[src/rtl/ldio_pkg.sv]
// Shared constants and carrier types for the laser discrete control port.
// Assumes a 10 MHz system clock; every contact bit reads 1 when closed.
package ldio_pkg;
    localparam int unsigned CLK_PERIOD_NS = 100;
    localparam int unsigned MS_NS         = 1_000_000;
    localparam int unsigned MS_CYC        = MS_NS / CLK_PERIOD_NS;
    localparam int unsigned END_PULSE_MS  = 20;
    localparam int unsigned END_CYC       = END_PULSE_MS * MS_CYC;
    localparam int unsigned DEB_NS        = 200_000;
    localparam int unsigned DEB_CYC       = DEB_NS / CLK_PERIOD_NS;
    localparam int unsigned DEB_W         = $clog2(DEB_CYC + 1);

    // Register byte offsets.
    localparam logic [7:0] A_CTRL     = 8'h00;
    localparam logic [7:0] A_TIMING   = 8'h04;
    localparam logic [7:0] A_MON_LIM  = 8'h08;
    localparam logic [7:0] A_TEMP_WIN = 8'h0C;
    localparam logic [7:0] A_MON_TIME = 8'h10;
    localparam logic [7:0] A_STATUS   = 8'h14;
    localparam logic [7:0] A_ERROR    = 8'h18;
    localparam int unsigned CFG_N     = 5;

    // Field positions.
    localparam int unsigned CTRL_VALID_BIT = 0;
    localparam int unsigned CTRL_REP_LSB   = 8;
    localparam int unsigned HI_LSB         = 16;

    // Reset values, indexed by offset / 4.
    localparam logic [31:0] CFG_RST [CFG_N] = '{
        32'h0000_0000, 32'h0001_0001, 32'hFFFF_0000, 32'hFFFF_0000, 32'h0000_000A};

    localparam logic [7:0] ERR_MON_RANGE = 8'h23;
    localparam logic [1:0] RESP_OKAY     = 2'h0;
    localparam logic [1:0] RESP_SLVERR   = 2'h2;

    typedef struct packed {
        logic sel;
        logic fire;
        logic halt;
        logic supply;
        logic guide;
        logic clear;
        logic estop_n;
    } ldio_cin_s;

    typedef struct packed {
        logic in_accept;
        logic end_pulse;
        logic temp_alert;
        logic mon_bad;
        logic mon_good;
        logic emitting;
        logic no_fault;
        logic ready;
        logic supply_rdy;
    } ldio_cout_s;

    typedef enum logic [1:0] {ENG_IDLE, ENG_EMIT, ENG_GAP} ldio_eng_e;
endpackage : ldio_pkg

[src/rtl/ldio_ctrl.sv]
// Discrete contact control port of a diode laser with an AXI4-Lite register slave.
// Assumes contacts arrive asynchronously; energy, temperature and fault inputs
// come from logic on sys_clk_i.
// Behaviour
// - Act on contacts other than legacy stop only while select closed
// - Fire closing with halt closed starts emission
// - Halt during repeated emission ends it
// - Supply switch contact turns diode supply on/off
// - Guide beam follows guide contact
// - Alarm clears on fault clear after cause gone
// - Legacy stop open forces emergency stop
// - Supply-prepared contact follows diode supply
// - Ready when able to emit and schedule valid
// - Fault contact open until fault reset
// - Emission indicator closed while emitting
// - Energy inside limits closes monitor-good for time
// - Energy outside limits closes monitor-bad, error 035
// - Temperature outside window closes alert contact
// - End contact closes for 20 ms after emission
// - Input-accepted contact mirrors control select
//
// Implementation choices: the placing of the registers and the AXI4-Lite register port.
`timescale 1ns/1ps
module ldio_ctrl #(
    parameter int unsigned MS_CYC_P  = ldio_pkg::MS_CYC,
    parameter int unsigned END_CYC_P = ldio_pkg::END_CYC
) (
    // Clock and reset
    input  wire logic              sys_clk_i,
    input  wire logic              rst_n_i,
    // Contacts
    input  wire ldio_pkg::ldio_cin_s contacts_i,
    output ldio_pkg::ldio_cout_s   contacts_o,
    // Internal laser status and drives
    input  wire logic              key_on_i,
    input  wire logic              fault_cause_i,
    input  wire logic              energy_vld_i,
    input  wire logic [15:0]       energy_i,
    input  wire logic [15:0]       temp_i,
    output logic                   laser_on_o,
    output logic                   guide_on_o,
    output logic                   supply_on_o,
    output logic                   estop_o,
    // AXI4-Lite slave
    input  wire logic [7:0]        s_axi_awaddr,
    input  wire logic              s_axi_awvalid,
    output logic                   s_axi_awready,
    input  wire logic [31:0]       s_axi_wdata,
    input  wire logic [3:0]        s_axi_wstrb,
    input  wire logic              s_axi_wvalid,
    output logic                   s_axi_wready,
    output logic [1:0]             s_axi_bresp,
    output logic                   s_axi_bvalid,
    input  wire logic              s_axi_bready,
    input  wire logic [7:0]        s_axi_araddr,
    input  wire logic              s_axi_arvalid,
    output logic                   s_axi_arready,
    output logic [31:0]            s_axi_rdata,
    output logic [1:0]             s_axi_rresp,
    output logic                   s_axi_rvalid,
    input  wire logic              s_axi_rready
);
    import ldio_pkg::*;

    function automatic logic [31:0] merge(input logic [31:0] old, input logic [31:0] d,
                                          input logic [3:0] strb);
        logic [31:0] r;
        r = old;
        for (int b = 0; b < 4; b++) begin
            if (strb[b]) begin
                r[8*b +: 8] = d[8*b +: 8];
            end
        end
        return r;
    endfunction : merge

    function automatic logic in_win(input logic [15:0] v, input logic [31:0] lim);
        return (v >= lim[15:0]) && (v <= lim[HI_LSB +: 16]);
    endfunction : in_win

    // Contact synchroniser and debounce filter.
    logic [6:0]       s1_r, s2_r, s3_r, flt_r, flt_nxt;
    logic [DEB_W-1:0] deb_r [7];
    logic [DEB_W-1:0] deb_nxt [7];
    ldio_cin_s        flt;
    assign flt = ldio_cin_s'(flt_r);

    always_comb begin
        flt_nxt = flt_r;
        for (int i = 0; i < 7; i++) begin
            deb_nxt[i] = '0;
            if (s2_r[i] == s3_r[i] && s3_r[i] != flt_r[i]) begin
                if (deb_r[i] == DEB_W'(DEB_CYC - 1)) begin
                    flt_nxt[i] = s3_r[i];
                end else begin
                    deb_nxt[i] = deb_r[i] + 1'b1;
                end
            end
        end
    end

    always_ff @(posedge sys_clk_i) begin
        if (!rst_n_i) begin
            s1_r  <= '0;
            s2_r  <= '0;
            s3_r  <= '0;
            flt_r <= '0;
            for (int i = 0; i < 7; i++) begin
                deb_r[i] <= '0;
            end
        end else begin
            s1_r  <= contacts_i;
            s2_r  <= s1_r;
            s3_r  <= s2_r;
            flt_r <= flt_nxt;
            deb_r <= deb_nxt;
        end
    end

    // Register file and AXI4-Lite slave.
    logic [31:0] cfg_r [CFG_N];
    logic [31:0] cfg_nxt [CFG_N];
    logic        aw_r, aw_nxt, w_r, w_nxt, bv_r, bv_nxt, rv_r, rv_nxt;
    logic [7:0]  awa_r, awa_nxt;
    logic [31:0] wd_r, wd_nxt, rd_r, rd_nxt, stat_c;
    logic [3:0]  ws_r, ws_nxt;
    logic [1:0]  br_r, br_nxt, rr_r, rr_nxt;
    logic [7:0]  err_r, err_nxt;
    ldio_cout_s  cout_r, cout_nxt;
    logic        alarm_r, alarm_nxt, estop_c;

    assign stat_c = {13'h0000, estop_c, alarm_r, cout_r, 1'b0, flt_r};
    assign s_axi_awready = !aw_r && !bv_r;
    assign s_axi_wready  = !w_r && !bv_r;
    assign s_axi_arready = !rv_r;

    always_comb begin
        aw_nxt  = aw_r;
        w_nxt   = w_r;
        awa_nxt = awa_r;
        wd_nxt  = wd_r;
        ws_nxt  = ws_r;
        bv_nxt  = bv_r;
        br_nxt  = br_r;
        rv_nxt  = rv_r;
        rd_nxt  = rd_r;
        rr_nxt  = rr_r;
        cfg_nxt = cfg_r;
        if (s_axi_awvalid && s_axi_awready) begin
            aw_nxt  = 1'b1;
            awa_nxt = s_axi_awaddr;
        end
        if (s_axi_wvalid && s_axi_wready) begin
            w_nxt  = 1'b1;
            wd_nxt = s_axi_wdata;
            ws_nxt = s_axi_wstrb;
        end
        if (aw_r && w_r) begin
            aw_nxt = 1'b0;
            w_nxt  = 1'b0;
            bv_nxt = 1'b1;
            br_nxt = RESP_SLVERR;
            if (awa_r[7:2] < 6'(CFG_N)) begin
                cfg_nxt[awa_r[4:2]] = merge(cfg_r[awa_r[4:2]], wd_r, ws_r);
                br_nxt = RESP_OKAY;
            end
        end
        if (bv_r && s_axi_bready) begin
            bv_nxt = 1'b0;
        end
        if (rv_r && s_axi_rready) begin
            rv_nxt = 1'b0;
        end
        if (s_axi_arvalid && s_axi_arready) begin
            rv_nxt = 1'b1;
            rr_nxt = RESP_OKAY;
            rd_nxt = 32'h0000_0000;
            if (s_axi_araddr[7:2] < 6'(CFG_N)) begin
                rd_nxt = cfg_r[s_axi_araddr[4:2]];
            end else if (s_axi_araddr[7:2] == A_STATUS[7:2]) begin
                rd_nxt = stat_c;
            end else if (s_axi_araddr[7:2] == A_ERROR[7:2]) begin
                rd_nxt = {24'h00_0000, err_r};
            end else begin
                rr_nxt = RESP_SLVERR;
            end
        end
    end

    always_ff @(posedge sys_clk_i) begin
        if (!rst_n_i) begin
            aw_r  <= 1'b0;
            w_r   <= 1'b0;
            awa_r <= 8'h00;
            wd_r  <= 32'h0000_0000;
            ws_r  <= 4'h0;
            bv_r  <= 1'b0;
            br_r  <= RESP_OKAY;
            rv_r  <= 1'b0;
            rd_r  <= 32'h0000_0000;
            rr_r  <= RESP_OKAY;
            cfg_r <= CFG_RST;
        end else begin
            aw_r  <= aw_nxt;
            w_r   <= w_nxt;
            awa_r <= awa_nxt;
            wd_r  <= wd_nxt;
            ws_r  <= ws_nxt;
            bv_r  <= bv_nxt;
            br_r  <= br_nxt;
            rv_r  <= rv_nxt;
            rd_r  <= rd_nxt;
            rr_r  <= rr_nxt;
            cfg_r <= cfg_nxt;
        end
    end

    assign s_axi_bvalid = bv_r;
    assign s_axi_bresp  = br_r;
    assign s_axi_rvalid = rv_r;
    assign s_axi_rdata  = rd_r;
    assign s_axi_rresp  = rr_r;

    // Emission engine, supply, alarm and output contacts.
    ldio_eng_e   st_r, st_nxt;
    logic [31:0] cnt_r, cnt_nxt, end_r, end_nxt, good_r, good_nxt, bad_r, bad_nxt;
    logic [7:0]  rep_r, rep_nxt;
    logic        supply_r, supply_nxt, fire_d_r, halt_d_r, laser_r, guide_r;
    logic        act_c, able_c, ready_c, guide_c, stop_c, mon_ok_c;
    logic [31:0] on_cyc, gap_cyc, mon_cyc;

    assign act_c    = flt.sel;
    assign estop_c  = !flt.estop_n || !key_on_i;
    assign able_c   = supply_r && !alarm_r && !estop_c;
    assign ready_c  = able_c && cfg_r[0][CTRL_VALID_BIT];
    assign guide_c  = act_c && flt.guide && !estop_c;
    // Releasing halt, or closing it afresh, ends emission at once.
    assign stop_c   = !able_c || (act_c && (!flt.halt || (flt.halt && !halt_d_r)));
    assign mon_ok_c = in_win(energy_i, cfg_r[2]);
    assign on_cyc   = 32'(cfg_r[1][15:0]) * MS_CYC_P;
    assign gap_cyc  = 32'(cfg_r[1][HI_LSB +: 16]) * MS_CYC_P;
    assign mon_cyc  = 32'(cfg_r[4][15:0]) * MS_CYC_P;

    always_comb begin
        st_nxt     = st_r;
        cnt_nxt    = cnt_r;
        rep_nxt    = rep_r;
        end_nxt    = (end_r != 32'h0000_0000) ? end_r - 32'h0000_0001 : end_r;
        good_nxt   = (good_r != 32'h0000_0000) ? good_r - 32'h0000_0001 : good_r;
        bad_nxt    = (bad_r != 32'h0000_0000) ? bad_r - 32'h0000_0001 : bad_r;
        supply_nxt = estop_c ? 1'b0 : (act_c ? flt.supply : supply_r);
        alarm_nxt  = alarm_r;
        err_nxt    = err_r;
        case (st_r)
            ENG_IDLE: begin
                if (act_c && flt.fire && !fire_d_r && flt.halt && ready_c) begin
                    st_nxt  = ENG_EMIT;
                    cnt_nxt = on_cyc;
                    rep_nxt = cfg_r[0][CTRL_REP_LSB +: 8];
                end
            end
            ENG_EMIT, ENG_GAP: begin
                if (stop_c || (cnt_r <= 32'h0000_0001 && st_r == ENG_EMIT
                               && rep_r == 8'h00)) begin
                    st_nxt  = ENG_IDLE;
                    end_nxt = END_CYC_P;
                end else if (cnt_r <= 32'h0000_0001) begin
                    st_nxt  = (st_r == ENG_EMIT) ? ENG_GAP : ENG_EMIT;
                    cnt_nxt = (st_r == ENG_EMIT) ? gap_cyc : on_cyc;
                    rep_nxt = (st_r == ENG_EMIT) ? rep_r - 8'h01 : rep_r;
                end else begin
                    cnt_nxt = cnt_r - 32'h0000_0001;
                end
            end
            default: begin
                st_nxt = ENG_IDLE;
            end
        endcase
        if (act_c && flt.clear && !fault_cause_i) begin
            alarm_nxt = 1'b0;
            err_nxt   = 8'h00;
        end
        if (energy_vld_i && mon_ok_c) begin
            good_nxt = mon_cyc;
            bad_nxt  = 32'h0000_0000;
        end
        // A new fault wins over a clear in the same cycle.
        if (fault_cause_i) begin
            alarm_nxt = 1'b1;
        end
        if (energy_vld_i && !mon_ok_c) begin
            bad_nxt   = mon_cyc;
            good_nxt  = 32'h0000_0000;
            err_nxt   = ERR_MON_RANGE;
            alarm_nxt = 1'b1;
        end
        cout_nxt.in_accept  = act_c;
        cout_nxt.end_pulse  = end_r != 32'h0000_0000;
        cout_nxt.temp_alert = !in_win(temp_i, cfg_r[3]);
        cout_nxt.mon_bad    = bad_r != 32'h0000_0000;
        cout_nxt.mon_good   = good_r != 32'h0000_0000;
        cout_nxt.emitting   = st_r == ENG_EMIT;
        cout_nxt.no_fault   = !alarm_r;
        cout_nxt.ready      = ready_c;
        cout_nxt.supply_rdy = supply_r;
    end

    always_ff @(posedge sys_clk_i) begin
        if (!rst_n_i) begin
            st_r     <= ENG_IDLE;
            cnt_r    <= 32'h0000_0000;
            rep_r    <= 8'h00;
            end_r    <= 32'h0000_0000;
            good_r   <= 32'h0000_0000;
            bad_r    <= 32'h0000_0000;
            supply_r <= 1'b0;
            alarm_r  <= 1'b0;
            err_r    <= 8'h00;
            fire_d_r <= 1'b0;
            halt_d_r <= 1'b0;
            laser_r  <= 1'b0;
            guide_r  <= 1'b0;
            cout_r   <= '0;
        end else begin
            st_r     <= st_nxt;
            cnt_r    <= cnt_nxt;
            rep_r    <= rep_nxt;
            end_r    <= end_nxt;
            good_r   <= good_nxt;
            bad_r    <= bad_nxt;
            supply_r <= supply_nxt;
            alarm_r  <= alarm_nxt;
            err_r    <= err_nxt;
            fire_d_r <= flt.fire;
            halt_d_r <= flt.halt;
            laser_r  <= st_r == ENG_EMIT;
            guide_r  <= guide_c;
            cout_r   <= cout_nxt;
        end
    end

    assign contacts_o  = cout_r;
    assign laser_on_o  = laser_r;
    assign guide_on_o  = guide_r;
    assign supply_on_o = supply_r;
    assign estop_o     = estop_c;
endmodule : ldio_ctrl

[config.mk]
export PLATFORM = sky130hd
export DESIGN_NAME = ldio_ctrl
export DESIGN_NICKNAME = d
export VERILOG_FILES = /design/src/rtl/ldio_pkg.sv /design/src/rtl/ldio_ctrl.sv
export SDC_FILE = /design/constraint.sdc
export NUM_CORES = 2
export LEC_CHECK = 0
export BUFFER_PORTS_ARGS = -buffer_cell sky130_fd_sc_hd__buf_2
export CELL_PAD_IN_SITES_DETAIL_PLACEMENT = 1
export CELL_PAD_IN_SITES_GLOBAL_PLACEMENT = 2
export CORE_MARGIN = 2
export CORE_UTILIZATION = 30
export CTS_BUF_LIST = sky130_fd_sc_hd__clkbuf_8
export DETAILED_ROUTE_END_ITERATION = 16
export HOLD_SLACK_MARGIN = 0.03
export PLACE_DENSITY_LB_ADDON = 0.1
export SYNTH_ARGS = -nofsm -noshare
export SYNTH_HDL_FRONTEND = slang
export SYNTH_SLANG_ARGS = --single-unit
[constraint.sdc]
create_clock -name sys_clk_i -period 5.8 [get_ports sys_clk_i]
set_clock_uncertainty 0.1 [all_clocks]
set_input_delay 0.29 -clock sys_clk_i [delete_from_list [all_inputs] [get_ports sys_clk_i]]
set_output_delay 0.29 -clock sys_clk_i [all_outputs]
set_load 0.005 [all_outputs]
# Word-level counts from Yosys, hierarchy flattened

Index checks and enable logic that the tools add are counted.

Add/subtract/negate cells: 12
$mul: 3
Div/mod/pow operators: 0
Magnitude comparators: 10
Equality and inequality tests: 30
Shift-type cells: 0
Mux-type cells: 58
Bitwise operators: 10
Reduce and logical (&&, ||, !) cells: 89

Operators by type and width:

| operator                 | number |
|---|---|
| $mux W32                 | 12 |
| $bmux W32 S3             | 2 |
| $mux W30                 | 6 |
| $bwmux W160              | 1 |
| $mux W8                  | 16 |
| $sub A32 B1 Y32 const B  | 4 |
| $demux W32 S3            | 1 |
| $reduce_bool A32 Y1      | 3 |
| $mul A16 B10 Y26 const B | 3 |
| $add A11 B1 Y11 const B  | 7 |
| $eq A11 B11 Y1 const B   | 7 |
| $pmux W32 S2             | 1 |
| $logic_and A1 B1 Y1      | 35 |
| $ge A16 B16 Y1           | 2 |
| $le A16 B16 Y1           | 2 |
| $le A32 B1 Y1 const B    | 1 |
| $reduce_or A3 Y1         | 8 |
| $mux W19                 | 1 |
| $mux W6                  | 3 |
| $reduce_and A2 Y1        | 9 |
| $mux W2                  | 8 |
| $pmux W8 S2              | 1 |
| $logic_not A1 Y1         | 15 |
| $eq A6 B3 Y1 const B     | 2 |
| other kinds (22)         | 62 |

Register bits: 504
Bits in latches: 0
Memory bits (writable): 0
ROM bits: 0
Bits of input ports: 101
Output and inout port bits: 54
Word-level logic and storage cells: 267
Memories: 0

# Longest topological paths before layout

Depth in word-level cells: 9
Gate-level depth with buffers: 21
Mapped depth without buffers: 21

# Worst setup path after synthesis

OpenSTA, ideal clock, no wires.

Path type: reg2reg
Start point: reg cfg_r[100] (netlist name)
End point: reg cnt_r[27]
Library setup time: 70 ps
Arrival: 4,892 ps
Data required time: 5,630 ps
Path slack: 738 ps
Cell stages (with the launch flop): 22
Buffers on the path: 0
Clock period less this slack: 5,062 ps
Cells stage by stage: dfxtp_1 -> inv_1 -> fa_1 -> inv_1 -> ha_1 -> inv_1 -> fa_1 -> inv_1 -> ha_1 -> inv_1 -> fa_1 -> inv_1 -> ha_1 -> and3_1 -> a221oi_1 -> o21ai_0 -> o41ai_2 -> o21ai_0 -> o41ai_1 -> xnor2_1 -> o22ai_1 -> a21oi_1

Word-level cells in the longest chain between the ends: 5
Elaborated cells on any way between the ends: 6
Those cells by class: 1 x mul; 5 x mux

Ends and longest elaborated chain:

| item                     | line             | RTL |
|---|---|---|
| start: declaration       | ldio_ctrl.sv:121 | `logic [31:0] cfg_r [CFG_N];` |
| start signal: assignment | ldio_ctrl.sv:214 | `cfg_r <= cfg_nxt;` |
| $mul A16 B10 Y26 (*)     | ldio_ctrl.sv:240 | `assign on_cyc = 32'(cfg_r[1][15:0]) * MS_CYC_P;` |
| $mux W30                 | ldio_ctrl.sv:269 | `cnt_nxt = (st_r == ENG_EMIT) ? gap_cyc : on_cyc;` |
| $mux W32                 | ldio_ctrl.sv:267 | `end else if (cnt_r <= 32'h0000_0001) begin` |
| $mux W32                 | ldio_ctrl.sv:263 | `if (stop_c \|\| (cnt_r <= 32'h0000_0001 && st_r == ENG_EMIT` |
| $pmux W32 S2 (*)         | ldio_ctrl.sv:254 | `case (st_r)` |
| end signal: assignment   | ldio_ctrl.sv:326 | `cnt_r <= cnt_nxt;` |
| end: declaration         | ldio_ctrl.sv:226 | `logic [31:0] cnt_r, cnt_nxt, end_r, end_nxt, good_r, good_nxt, bad_r, bad_nxt;` |

Every way passes the cells marked *; elsewhere a longest branch is shown, timed or not. The select of a mux whose other input is x is not followed.
A chain may end at the register's enable or synchronous reset.

# Worst setup path after layout

Start point: reg cfg_r[116] (netlist name)
End point: reg cnt_r[27]

Word-level cells in the longest chain between the ends: 5

Ends and longest elaborated chain:

| item             | line             | RTL |
|---|---|---|
| $mul A16 B10 Y26 | ldio_ctrl.sv:241 | `assign gap_cyc = 32'(cfg_r[1][HI_LSB +: 16]) * MS_CYC_P;` |
| $mux W30         | ldio_ctrl.sv:269 |  |
| $mux W32         | ldio_ctrl.sv:267 |  |
| $mux W32         | ldio_ctrl.sv:263 |  |
| $pmux W32 S2     | ldio_ctrl.sv:254 |  |

No other way between the ends. The select of a mux whose other input is x is not followed.

==> metrics.txt <==
# TYPE chip_impl_metric gauge
chip_impl_metric{name="tritoncts_num_sinks",unit=""} 498
chip_impl_metric{name="drt-pass1-iter-count",unit=""} 5
chip_impl_metric{name="critical_path_cell_count",unit=""} 21
chip_impl_metric{name="post-route-period-util",unit="%"} 93.8
chip_impl_metric{name="p_leak",unit="nW"} 16.9
chip_impl_metric{name="die_h",unit="um"} 336
chip_impl_metric{name="grt_first_pass_wirelength",unit="mm"} 181
chip_impl_metric{name="synth-async-reset-ratio",unit="%"} 0
chip_impl_info{name="r2r-start",value="cfg_r[116]"} 1
chip_impl_metric{name="core_region_area",unit="um^2"} 109000
chip_impl_metric{name="route.detailed.vias_per_inst",unit=""} 4.97
chip_impl_metric{name="area_overhead_of_the_layout_relative_to_synthesis",unit="%"} 16.1
chip_impl_metric{name="overflow",unit=""} 0
chip_impl_info{name="clock-root-buffer",value="clkbuf_8"} 1
chip_impl_metric{name="slew_violations",unit=""} 0
chip_impl_metric{name="synth_area_per_cell",unit="um^2"} 8.41
chip_impl_metric{name="arrival",unit="ns"} 5.97
chip_impl_info{name="cpMostUsedCell",value="inv_1"} 1
chip_impl_metric{name="worst_slew_pin_slew",unit="ns"} 1.10
chip_impl_info{name="cp_cell_sequence",value="inv_1 > fa_1 > inv_1 > ha_1 > inv_1 > fa_1 > inv_1 > ha_1 > inv_1 > fa_1 > inv_1 > ha_1 > nor4_1 > o21ai_0 > a311oi_1 > nor2_1 > o41ai_2 > nor4b_1 > a211o_1 > o22ai_1 > a21oi_1"} 1
chip_impl_info{name="worst_setup_path_endpoint",value="cnt_r[27]"} 1
chip_impl_metric{name="max-clock-path-buffers",unit=""} 3
chip_impl_info{name="critical_path_class",value="reg2reg"} 1
chip_impl_metric{name="nets",unit=""} 4676
chip_impl_info{name="rsz_0062_raised_after_global_routing",value="no"} 1
chip_impl_metric{name="synth-edff-count",unit=""} 0
chip_impl_metric{name="clk_pin_slew",unit="ns"} 0.06
chip_impl_metric{name="post_syn_area",unit="um^2"} 33100
chip_impl_info{name="worst_path_max_delay_cell",value="fa_1"} 1
chip_impl_info{name="netlist_top_cells_area",value="dfxtp_1 (30%), ha_1 (11%), fa_1 (6.3%)"} 1
chip_impl_info{name="critPathTopFamily",value="adder cells"} 1
chip_impl_metric{name="global_route.usage.total",unit="%"} 20.9
chip_impl_metric{name="residual_drc_count",unit=""} 0
chip_impl_metric{name="ys_ff_latch",unit=""} 498
chip_impl_info{name="setup_crit_start_kind",value="register"} 1
chip_impl_metric{name="ys_warn_count",unit=""} 0
chip_impl_metric{name="drtAntennaViolNets",unit=""} 0
chip_impl_info{name="leading_cell_type_in_the_layout_fill_and_taps_excluded",value="nand2_1"} 1
chip_impl_metric{name="setup_tns",unit="ns"} 0
chip_impl_metric{name="overall_power_of_the_completed_layout",unit="mW"} 8.63
chip_impl_metric{name="critical-path-max-stage-delay",unit="ns"} 0.54
chip_impl_metric{name="max_cap_check_violation_count",unit=""} 0
chip_impl_metric{name="design.portCount",unit=""} 155
chip_impl_info{name="post-synth-top-area-cell",value="dfxtp_1"} 1
chip_impl_metric{name="ff2ff_path_depth",unit=""} 21
chip_impl_metric{name="rrSetupSlack",unit="ns"} 0.36
chip_impl_metric{name="p_per_area",unit="nW/um^2"} 224
chip_impl_metric{name="initial_antenna_violation_count",unit=""} 5
chip_impl_metric{name="place.port_buffers",unit=""} 148
chip_impl_metric{name="post_detailed_route_wirelength_per_cell",unit="um"} 20.8
chip_impl_metric{name="grt_pass1_vias",unit=""} 29000
chip_impl_metric{name="grt_max_degree",unit=""} 197
chip_impl_info{name="holdCritPathClass",value="in2reg"} 1
chip_impl_metric{name="slew_headroom",unit="%"} 25.7
chip_impl_metric{name="drt_iter0_markers",unit=""} 1343
chip_impl_info{name="yosys_most_used_dff",value="dfxtp_1"} 1
chip_impl_info{name="crit_path_start",value="cfg_r[116]"} 1
chip_impl_metric{name="ys_seq_area_share",unit="%"} 30.1
chip_impl_metric{name="die_area",unit="um^2"} 113000
chip_impl_metric{name="cp_max_fo",unit=""} 5
chip_impl_metric{name="achievable-frequency",unit="GHz"} 0.184
chip_impl_metric{name="clock_latency_of_the_later_clocked_register_in_the_worst_skew_pair",unit="ns"} 0.76
chip_impl_metric{name="route.vias.total",unit=""} 28500
chip_impl_metric{name="crit_required",unit="ns"} 6.33
chip_impl_metric{name="core.rowCount",unit=""} 121
chip_impl_metric{name="htreeDepth",unit=""} 3
chip_impl_metric{name="final_gp_congestion",unit=""} 0.807
chip_impl_metric{name="layout_min_cycle_time",unit="ns"} 5.44
chip_impl_metric{name="dieWidth",unit="um"} 336
chip_impl_info{name="tritoncts_clock_tree",value="yes"} 1
chip_impl_metric{name="cts_made_buffers",unit=""} 98
chip_impl_metric{name="layout-drive-gt1-share",unit="%"} 11.7
chip_impl_metric{name="synthesis.instances",unit=""} 3943
chip_impl_info{name="most_frequent_cells_in_the_layout",value="nand2_1 (548), dfxtp_1 (495), inv_1 (441)"} 1
chip_impl_metric{name="stdcell_area",unit="um^2"} 38500
chip_impl_info{name="regToRegEndpoint",value="cnt_r[27]"} 1
chip_impl_metric{name="timing_hold_violations_final",unit=""} 0
chip_impl_metric{name="holdWs",unit="ns"} 0.172
chip_impl_metric{name="ir_worst_vdd",unit="uV"} 152
chip_impl_metric{name="start_util",unit="%"} 30.4
chip_impl_metric{name="setup_viol",unit=""} 0
chip_impl_metric{name="finalWirelength",unit="mm"} 119
chip_impl_metric{name="hpwlAfterDp",unit="mm"} 89.3
chip_impl_metric{name="yosysTopAreaCellShare",unit="%"} 30.1
chip_impl_metric{name="placement.cell_area",unit="um^2"} 35600
chip_impl_info{name="crit_path_end_kind",value="register"} 1
chip_impl_info{name="run_status",value="complete, no violations"} 1
chip_impl_metric{name="number_of_distinct_library_cells_after_synthesis",unit=""} 85
chip_impl_metric{name="crit_buf_inv",unit=""} 6
-- cell usage after synthesis, types with 5 or more instances --
| library cell | count |
|---|---|
| nor3b_1 | 9 |
| mux2i_1 | 37 |
| nand4_1 | 22 |
| xor2_1 | 89 |
| buf_1 | 22 |
| o31ai_1 | 6 |
| o221ai_1 | 14 |
| o211a_1 | 19 |
| o22ai_1 | 27 |
| or3_1 | 37 |
| and3_1 | 34 |
| fa_1 | 105 |
| ha_1 | 292 |
| a211o_1 | 6 |
| nor2b_1 | 49 |
| xnor2_1 | 114 |
| o221a_2 | 5 |
| a21o_1 | 29 |
| or2_2 | 17 |
| nor4_1 | 33 |
| nor2_1 | 278 |
| o211ai_1 | 67 |
| buf_2 | 12 |
| o21bai_1 | 14 |
| a22oi_1 | 71 |
| nand2b_1 | 24 |
| or4_1 | 18 |
| mux4_2 | 38 |
| mux2_2 | 38 |
| nand3_1 | 82 |
| nor3_1 | 63 |
| o31a_1 | 6 |
| a21boi_0 | 179 |
| nand2_1 | 549 |
| o21a_1 | 13 |
| clkbuf_1 | 149 |
| a211oi_1 | 28 |
| and2_1 | 56 |
| dfxtp_1 | 498 |
| a21oi_1 | 149 |
| a31oi_1 | 16 |
| o21ai_0 | 144 |
| inv_1 | 405 |
-- what timing repair did --
| action | CTS | global route |
|---|---|---|
| hold buffers | 96 | 0 |
| buffers inserted | 0 | 0 |
| endpoints found under the setup margin | 0 | 3 |
| hold endpoints to repair | 126 | 0 |
| resized for setup | 0 | 3 |
-- cell type report --
| cell class | instances | area (um^2) |
|---|---|---|
| Fill cell | 13000 | 70700 |
| Multi-Input combinational cell | 2850 | 20900 |
| Sequential cell | 498 | 9970 |
| Timing Repair Buffer | 325 | 2330 |
| Tap cell | 1476 | 1850 |
| Clock buffer | 119 | 1640 |
| Inverter | 405 | 1520 |
| Clock inverter | 48 | 226 |
| Antenna cell | 3 | 7.51 |
-- worst register-to-register path, cell delays in order, from the launching register on --
cell	delay, ns
dfxtp_1	0.33
inv_1	0.11
fa_1	0.54
inv_1	0.04
ha_1	0.26
inv_1	0.05
fa_1	0.52
inv_1	0.04
ha_1	0.26
inv_1	0.05
fa_1	0.49
inv_1	0.04
ha_1	0.23
nor4_1	0.32
o21ai_0	0.20
a311oi_1	0.43
nor2_1	0.16
o41ai_2	0.43
nor4b_1	0.12
a211o_1	0.31
o22ai_1	0.18
a21oi_1	0.09
-- how the worst min path moves through the flow --
stage                   from      end  slack, ns  cells past startpoint
2_1_floorplan        s1_r[0]  s2_r[0]       0.31                      1
3_3_place_gp         s1_r[4]  s2_r[4]       0.32                      1
3_5_place_dp         s1_r[4]  s2_r[4]       0.32                      1
4_1_cts        contacts_i[4]  s1_r[4]       0.11                      3
5_1_grt        s_axi_awvalid     aw_r       0.14                      3
6_report       s_axi_awvalid     aw_r       0.17                      3
-- sequential cells by signal, indices dropped and copies added, names as in the netlist, 2 cells and up --
| signal | count |
|---|---|
| awa_r | 6 |
| bad_r | 32 |
| cfg_r | 160 |
| cnt_r | 32 |
| contacts_o | 8 |
| deb_r | 77 |
| end_r | 32 |
| flt | 7 |
| good_r | 32 |
| rep_r | 8 |
| s1_r | 7 |
| s2_r | 7 |
| s3_r | 7 |
| s_axi_rdata | 32 |
| st_r | 2 |
| wd_r | 32 |
| ws_r | 4 |
-- routing by layer --
layer,vias up,track usage (%),part of all wire [%]
met5,-,0,0.017
met1,14000,27.8,47
met2,419,35.0,47
met3,151,2.64,3.1
met4,2,6.79,3.0
li1,13900,-,-
-- kinds of logic after synthesis --
kind of cell               share of synthesized area (%)
and+or+nand+nor                                     18.3
AOI/OAI and AO/OA                                   16.9
buffers and inverters                               6.93
DFF                                                 30.1
adders and majority gates                           17.4
xor gates and xnor gates                            5.36
muxes                                               4.99
other                                             0.0113
-- report_power, final --
part           internal [mW]  switching, mW
clock                   1.84           1.66
sequential              3.58          0.165
combinational          0.587          0.799
-- stage by stage --
stage | instances | setup WS [ns] | util, %
after floorplan | 3944 | 0.738 | -
after global placement | 5458 | 0.394 | 32.6
after detailed placement | 5458 | 0.189 | 32.6
after CTS | 5721 | 0.134 | 35.2
after global routing | 5722 | 0.0431 | 35.3
final | 5724 | 0.360 | 35.3
Note: power is estimated with default switching activity, not from simulation.
